$ cat src/design/spstk_pkg.sv
// Package for the page context stack: addresses, widths, reset values.
// Assumes a byte-wide special-function register port from the core.
package spstk_pkg;
	localparam int unsigned SPSTK_DATA_W = 8;
	localparam int unsigned SPSTK_ADDR_W = 8;
	localparam int unsigned SPSTK_DEPTH = 3;
	localparam logic [7:0] SPSTK_ADDR_ACTIVE = 8'h84;
	localparam logic [7:0] SPSTK_ADDR_SECOND = 8'h85;
	localparam logic [7:0] SPSTK_ADDR_BOTTOM = 8'h86;
	localparam logic [7:0] SPSTK_ENTRY_RESET = 8'h00;
	localparam logic SPSTK_AUTO_EN_RESET = 1'b1;
	localparam int unsigned SPSTK_IDX_ACTIVE = 0;
	localparam int unsigned SPSTK_IDX_SECOND = 1;
	localparam int unsigned SPSTK_IDX_BOTTOM = 2;
endpackage : spstk_pkg

$ cat src/design/spstk_entry.sv
// One stack entry byte with a registered value.
// Assumes the parent resolves shift versus software-write priority.
module spstk_entry #(
	parameter int unsigned WIDTH = 8,
	parameter logic [WIDTH-1:0] RESET_VAL = '0
) (
	input wire logic ref_clk_in,
	input wire logic rst_b_in,
	input wire logic load_in,
	input wire logic [WIDTH-1:0] data_in,
	output logic [WIDTH-1:0] value_out
);
	logic [WIDTH-1:0] value_q;
	logic [WIDTH-1:0] value_d;

	always_comb begin
		value_d = value_q;
		if (load_in) begin
			value_d = data_in;
		end
	end

	always_ff @(posedge ref_clk_in or negedge rst_b_in) begin
		if (!rst_b_in) begin
			value_q <= RESET_VAL;
		end else begin
			value_q <= value_d;
		end
	end

	assign value_out = value_q;
endmodule // spstk_entry

$ cat src/design/spstk_top.sv
// Three-entry page context stack reached over the core's byte register port.
// Assumes one-cycle push/pop strobes from the core's interrupt logic and
// write/read strobes that are never asserted on the same cycle.
// Assumes the paging enable comes from a control register outside this
// block, which owns its default-on reset value.
// Assumes every input is synchronous to the core clock.

// Notes on behaviour
// - Three byte entries: active, second, bottom
// - Register access never shifts the stack
// - Shift only on interrupt entry or return
// - Second-entry write becomes active on return
// - Second-entry read returns middle entry
// - Bottom-entry write becomes second on return
// - Bottom-entry read returns third, no side effects
// - Second entry at 0x85, RW, resets zero
// - Bottom entry at 0x86, RW, resets zero
// - Entry: middle to bottom, active to middle
// - Return: middle to active, bottom to middle
// - Auto paging enable, defaults on, gates shifts
// - Active selector at 0x84, write no push
module spstk_top #(
	parameter int unsigned DATA_W = spstk_pkg::SPSTK_DATA_W,
	parameter int unsigned DEPTH = spstk_pkg::SPSTK_DEPTH
) (
	input wire logic ref_clk_in,
	input wire logic rst_b_in,
	input wire logic auto_paging_enable_in,
	input wire logic irq_push_in,
	input wire logic [DATA_W-1:0] irq_page_in,
	input wire logic return_from_interrupt_in,
	input wire logic [spstk_pkg::SPSTK_ADDR_W-1:0] sfr_addr_in,
	input wire logic sfr_wr_in,
	input wire logic [DATA_W-1:0] sfr_wdata_in,
	input wire logic sfr_rd_in,
	output logic [DATA_W-1:0] sfr_rdata_out,
	output logic sfr_rvalid_out,
	output logic [DATA_W-1:0] active_page_selector_out,
	output logic [DATA_W-1:0] page_stack_second_entry_out,
	output logic [DATA_W-1:0] page_stack_bottom_entry_out
);
	// Elaboration checks: the shift wiring below is written for three bytes
	if (DATA_W != spstk_pkg::SPSTK_DATA_W) begin : g_width_check
		$error("spstk_top: only byte-wide entries are supported");
	end
	if (DEPTH != spstk_pkg::SPSTK_DEPTH) begin : g_depth_check
		$error("spstk_top: only a stack depth of three is supported");
	end
	if (spstk_pkg::SPSTK_IDX_BOTTOM != DEPTH - 1) begin : g_index_check
		$error("spstk_top: bottom index must be the last entry");
	end
	if (spstk_pkg::SPSTK_IDX_SECOND != spstk_pkg::SPSTK_IDX_ACTIVE + 1 ||
		spstk_pkg::SPSTK_IDX_BOTTOM != spstk_pkg::SPSTK_IDX_SECOND + 1) begin : g_order_check
		$error("spstk_top: entries must run from active to bottom");
	end
	if (spstk_pkg::SPSTK_ADDR_SECOND == spstk_pkg::SPSTK_ADDR_ACTIVE ||
		spstk_pkg::SPSTK_ADDR_BOTTOM == spstk_pkg::SPSTK_ADDR_SECOND ||
		spstk_pkg::SPSTK_ADDR_BOTTOM == spstk_pkg::SPSTK_ADDR_ACTIVE) begin : g_addr_check
		$error("spstk_top: entry addresses must be distinct");
	end


	// One-hot stack operation: hold, push on interrupt entry, pop on
	// return; at most one is chosen in any cycle
	typedef enum logic [2:0] {
		SPSTK_OP_HOLD = 3'b001,
		SPSTK_OP_PUSH = 3'b010,
		SPSTK_OP_POP = 3'b100
	} spstk_op_type;

	spstk_op_type op;
	logic [DATA_W-1:0] entry_val [DEPTH];
	logic [DATA_W-1:0] entry_din [DEPTH];
	logic entry_ld [DEPTH];
	logic [DATA_W-1:0] rdata_d;
	logic [DATA_W-1:0] rdata_q;
	logic rvalid_d;
	logic rvalid_q;
	logic [spstk_pkg::SPSTK_ADDR_W-1:0] entry_addr [DEPTH];
	logic push_req;
	logic pop_req;

	// Each entry answers at one fixed address on every page
	assign entry_addr[spstk_pkg::SPSTK_IDX_ACTIVE] =
		spstk_pkg::SPSTK_ADDR_ACTIVE;
	assign entry_addr[spstk_pkg::SPSTK_IDX_SECOND] =
		spstk_pkg::SPSTK_ADDR_SECOND;
	assign entry_addr[spstk_pkg::SPSTK_IDX_BOTTOM] =
		spstk_pkg::SPSTK_ADDR_BOTTOM;

	// Disabled paging freezes the stack: the core then keeps its own page
	// and a return leaves the entries exactly as software last wrote them
	assign push_req = auto_paging_enable_in && irq_push_in;
	assign pop_req = auto_paging_enable_in &&
		return_from_interrupt_in;

	// Pushes win over a stray pop in the same cycle, so an interrupt that
	// lands on a return never loses the page of the interrupting source
	always_comb begin
		op = SPSTK_OP_HOLD;
		if (push_req) begin
			op = SPSTK_OP_PUSH;
		end else if (pop_req) begin
			op = SPSTK_OP_POP;
		end
	end

	// Address decode ignores the active page: all entries sit on every page.
	// A push moves every byte one place down and loses the old bottom; a
	// pop moves every byte one place up and leaves the bottom as it was, so
	// two pops in a row leave copies of the bottom in the upper entries.
	for (genvar i = 0; i < DEPTH; i++) begin : g_entry
		logic sw_hit;
		logic pop_ld;
		logic [DATA_W-1:0] push_src;
		logic [DATA_W-1:0] pop_src;

		assign sw_hit = sfr_wr_in && (sfr_addr_in == entry_addr[i]);

		// Which byte an entry takes on a push is fixed at elaboration
		if (i == spstk_pkg::SPSTK_IDX_ACTIVE) begin : g_push_top
			assign push_src = irq_page_in;
		end else begin : g_push_below
			assign push_src = entry_val[i-1];
		end

		// Nothing sits beneath the bottom, so on a pop only a software
		// write can change it; the upper entries take the byte below
		if (i == DEPTH - 1) begin : g_pop_last
			assign pop_ld = sw_hit;
			assign pop_src = sfr_wdata_in;
		end else begin : g_pop_upper
			assign pop_ld = 1'b1;
			assign pop_src = entry_val[i+1];
		end

		always_comb begin
			entry_ld[i] = 1'b0;
			entry_din[i] = sfr_wdata_in;
			case (op)
				SPSTK_OP_PUSH: begin
					// Shift takes priority over a coinciding write
					entry_ld[i] = 1'b1;
					entry_din[i] = push_src;
				end
				SPSTK_OP_POP: begin
					entry_ld[i] = pop_ld;
					entry_din[i] = pop_src;
				end
				SPSTK_OP_HOLD: begin
					entry_ld[i] = sw_hit;
					entry_din[i] = sfr_wdata_in;
				end
				default: begin
					entry_ld[i] = 1'b0;
					entry_din[i] = sfr_wdata_in;
				end
			endcase
		end

		// Each byte is its own register, so the outputs leave from flops

		spstk_entry #(
			.WIDTH(DATA_W),
			.RESET_VAL(spstk_pkg::SPSTK_ENTRY_RESET)
		) u_entry (
			.ref_clk_in(ref_clk_in),
			.rst_b_in(rst_b_in),
			.load_in(entry_ld[i]),
			.data_in(entry_din[i]),
			.value_out(entry_val[i])
		);
	end

	// Reads return one cycle later and change nothing. The strobe marks
	// the data; between reads the last byte read stays on the data port,
	// and an unmapped read returns zero with no strobe. A read in the
	// same cycle as a write or shift sees the value before that change.
	always_comb begin
		rdata_d = rdata_q;
		rvalid_d = 1'b0;
		if (sfr_rd_in) begin
			rvalid_d = 1'b1;
			case (sfr_addr_in)
				spstk_pkg::SPSTK_ADDR_ACTIVE: begin
					rdata_d = entry_val[spstk_pkg::SPSTK_IDX_ACTIVE];
				end
				spstk_pkg::SPSTK_ADDR_SECOND: begin
					rdata_d = entry_val[spstk_pkg::SPSTK_IDX_SECOND];
				end
				spstk_pkg::SPSTK_ADDR_BOTTOM: begin
					rdata_d = entry_val[spstk_pkg::SPSTK_IDX_BOTTOM];
				end
				default: begin
					rvalid_d = 1'b0;
					rdata_d = spstk_pkg::SPSTK_ENTRY_RESET;
				end
			endcase
		end
	end

	// Read port register; reset leaves both strobe and data low
	always_ff @(posedge ref_clk_in or negedge rst_b_in) begin
		if (!rst_b_in) begin
			rdata_q <= spstk_pkg::SPSTK_ENTRY_RESET;
			rvalid_q <= 1'b0;
		end else begin
			rdata_q <= rdata_d;
			rvalid_q <= rvalid_d;
		end
	end

	assign sfr_rdata_out = rdata_q;
	assign sfr_rvalid_out = rvalid_q;
	// Entry values are flip-flop outputs inside the entry modules; the
	// core's page decode reads the active selector from here directly
	assign active_page_selector_out = entry_val[spstk_pkg::SPSTK_IDX_ACTIVE];
	assign page_stack_second_entry_out =
		entry_val[spstk_pkg::SPSTK_IDX_SECOND];
	assign page_stack_bottom_entry_out =
		entry_val[spstk_pkg::SPSTK_IDX_BOTTOM];
endmodule // spstk_top

$ cat config.mk
export PLATFORM = sky130hd
export DESIGN_NAME = spstk_top
export DESIGN_NICKNAME = d
export VERILOG_FILES = /design/src/design/spstk_pkg.sv /design/src/design/spstk_entry.sv /design/src/design/spstk_top.sv
export SDC_FILE = /design/constraint.sdc
export NUM_CORES = 1
export LEC_CHECK = 0
export BUFFER_PORTS_ARGS = -buffer_cell sky130_fd_sc_hd__buf_2
export CAP_MARGIN = 20
export CORE_ASPECT_RATIO = 1.25
export CORE_UTILIZATION = 45
export CTS_CLUSTER_DIAMETER = 30
export DETAILED_ROUTE_END_ITERATION = 10
export HOLD_SLACK_MARGIN = 0.03
export PLACE_DENSITY = 0.71
export SLEW_MARGIN = 0
export SYNTH_ARGS = -nofsm -noshare
export SYNTH_HDL_FRONTEND = slang
export SYNTH_SLANG_ARGS = --single-unit
$ cat constraint.sdc
create_clock -name ref_clk_in -period 0.9 [get_ports ref_clk_in]
set_input_delay 0.09 -clock ref_clk_in [delete_from_list [all_inputs] [get_ports ref_clk_in]]
set_output_delay 0.09 -clock ref_clk_in [all_outputs]
set_load 0.01 [all_outputs]
==> reports/metrics.yaml <==
sta:
  max_freq_mhz: 793.2
  setup_ws_ps: -360.7
  fin_crit_ps: 1261
  finalSetupTns_ps: -8265
  final_hold_viol_count: 0
  rsz0062_at_grt: "true"
  finClkSkew_ps: 10.92
  setup_viol: 58
  fin_crit_sh_pct: 140.1
  fin_hold_ws_ps: 112.0
  slew_violations: 0
  relSlewSlack_pct: 73.22
  worst_pin_slew_ps: 401.7
synth:
  ys_types: 28
  yosys.area.top_type: "dfrtp_1"
  synthTopCellsByArea: "dfrtp_1 39%, a31oi_1 7.0%, a311oi_1 6.6%, a21o_1 5.6%, o31ai_1 5.6%"
  syn_area_per_cell_um2: 9.094
  syn_area_um2: 2137
  syn_nets: 266
  async_reset_ff_share_pct: 100.0
  ys_seq_elements: 33
  synth_top_area_share_pct: 38.64
  ys_seq_area_share_pct: 38.64
  ys_warn_count: 0
  synth_edf_count: 0
  synthTopCellsByCount: "33 x dfrtp_1, 24 x a31oi_1"
  syn_inst: 235
  synth_most_common_cell: "dfrtp_1"
  synth_ff_type: "dfrtp_1"
floorplanning:
  core_area_um2: 4493
  die-width_um: 63.64
  start_util_pct: 47.56
  ios: 64
  die-area_um2: 5030
  fp-row-count: 27
  die_h_um: 79.05
cells_and_area:
  fillers: 248
  design_area_um2: 3789
  layout-drive-gt1-share_pct: 56.49
  nets: 400
  finalNonFillerCells: 428
  n_antenna_cell: 0
  synthToLayoutAreaGrowth_pct: 77.28
  fin_util_pct: 84.32
clock_tree:
  clkTransAtPathRegs_ps: 80
  cts_tree: "done"
  cts_buffers: 5
  h-tree-depth: 2
  clk_latency_ps: 300
  clockBufferDepth: 2
  cts_root_buffer: "clkbuf_8"
  clock_sinks: 33
drt:
  vias: 2873
  dr_wl_met2_mm: 5.092
  wl_per_cell_um: 24.14
  wl_met3_um: 867
  drc: 0
  dr.max_layer_used: "met4"
  dr.pass1.iters: 6
  antenna_left: 0
  via_per_inst: 6.713
  wl_mm: 10.33
  wl_met1_mm: 3.847
  drtIter0Drc: 277
power_and_ir_drop:
  p_leak_nw: 1.644
  clock_power_share_pct: 20.4
  p_comb_share_pct: 44.8
  p_sw_share_pct: 36.03
  switchingPower_mw: 2.041
  p_int_mw: 3.624
  powerDensity_nw_per_um2: 1495
  vdd_ir_drop_max_v: 0.001019
  pwr-share-seq_pct: 34.8
critical_path:
  crit_path_start_kind: "register"
  cp_data_arrival_time_ps: 1440
  r2r_cells: 3
  worstPathMaxFanout: 4
  required_ps: 1080
  path_class: "register to register"
  cp-end-kind: "register"
global_routing:
  grt_pass1_vias: 2670
  grtUsageTotal_pct: 33.72
  grt_max_degree: 34
  grt_pass1_wl_mm: 12.90
  grt_overflow: 0
  antenna_found_initial: 0
run:
  drv_cap: 0
run_status:
  violations: "setup timing"
  outcome: "complete, but fails checks"
place:
  port_buffers: 63
  placed_cells: 386
  gp_congestion: 0.8829
  place_area_um2: 2855
  hpwl_mm: 4.858
hold_path:
  holdCritPathClass: "primary input to register"
  whs_path_depth: 3
-- state kept, by name, indices dropped and copies added (netlist names) --
signal and cells:
g_entry.u_entry.value_out 24, sfr_rdata_out 8, sfr_rvalid_out 1
-- cells by family (layout without fill, tap and decap cells) --
family | count (synthesis) | in the layout | share of synthesized area, %
muxes | 8 | 8 | 3.747
AOI/OAI and AO/OA | 99 | 99 | 33.02
DFF | 33 | 33 | 38.64
buffers and inverters | 27 | 162 | 5.562
and+or+nand+nor | 68 | 68 | 19.03
-- worst paths after layout --
path / to / from / slack [ps]
max: sfr_rdata_out[3] / g_entry[1].u_entry.value_out[3] / -360
min: g_entry[0].u_entry.value_out[4] / irq_page_in[4] / 110
max reg2reg: sfr_rdata_out[3] / g_entry[1].u_entry.value_out[3] / -360
min reg2reg: sfr_rdata_out[2] / sfr_rdata_out[2] / 480
max in group asynchronous: g_entry[1].u_entry.value_out[2] / rst_b_in / 420
min in group asynchronous: g_entry[2].u_entry.value_out[2] / rst_b_in / 280
-- per-stage QoR --
stage	power, mW	setup slack, ps
2_1_floorplan	2.552	-259.8
3_3_place_gp	3.338	-350.0
3_5_place_dp	3.369	-382.7
4_1_cts	5.167	-165.5
5_1_grt	5.785	-371.5
6_report	5.665	-360.7
-- worst max-delay path, cell delays in order (launching register included) --
cell	delay, ps
dfrtp_1	440
mux2i_1	300
a2bb2oi_1	280
o31ai_1	110
-- power by group through the flow --
stage | Sequential (mW) | Clock, mW | Combinational (mW)
after floorplan | 1.94 | 0 | 0.610
after global placement | 1.92 | 0 | 1.42
after detailed placement | 1.92 | 0 | 1.45
after CTS | 1.89 | 1.14 | 2.14
after global routing | 1.96 | 1.20 | 2.62
final | 1.97 | 1.15 | 2.54
-- cell type report --
| type | count | area, µm² | area share (%) |
|---|---|---|---|
| inverters | 2 | 7.507 | 0.1982 |
| well taps | 58 | 72.57 | 1.915 |
| repair buffers | 152 | 1324 | 34.94 |
| clock inverters | 2 | 10.01 | 0.2642 |
| clock buffers | 6 | 72.57 | 1.915 |
| multi-input cells | 175 | 1468 | 38.74 |
| flip-flops and latches | 33 | 834.6 | 22.03 |
-- layout by cell type, fill, tap and decap left out, types with 3 or more instances in the layout --
master	count
nand2_1	10
nand2b_1	8
a21o_1	16
buf_12	3
o31ai_2	3
nand3_1	7
dfrtp_2	7
a21oi_1	14
clkbuf_8	5
buf_2	40
dfrtp_1	26
nand4_1	8
nor2b_1	9
a2bb2oi_1	8
buf_6	54
buf_4	50
buf_8	3
nor2_1	8
o31ai_4	5
nand3_2	9
mux2i_1	7
a31oi_1	22
o31ai_1	8
a311oi_2	14
-- metal layers --
layer	global-route usage, %	vias to the layer above
met3	7.615	56
met5	0	-
li1	-	1190
met4	18.64	0
met1	40.05	1386
met2	55.85	241
-- timing repair --
item,in CTS,in global routing
buffers inserted,22,10
endpoints found under the hold margin,33,0
cloned,0,1
hold buffers,1,0
resized for setup,80,35
setup endpoints to repair,59,64
pin swaps,44,25
(Power assumes the default switching activity.)
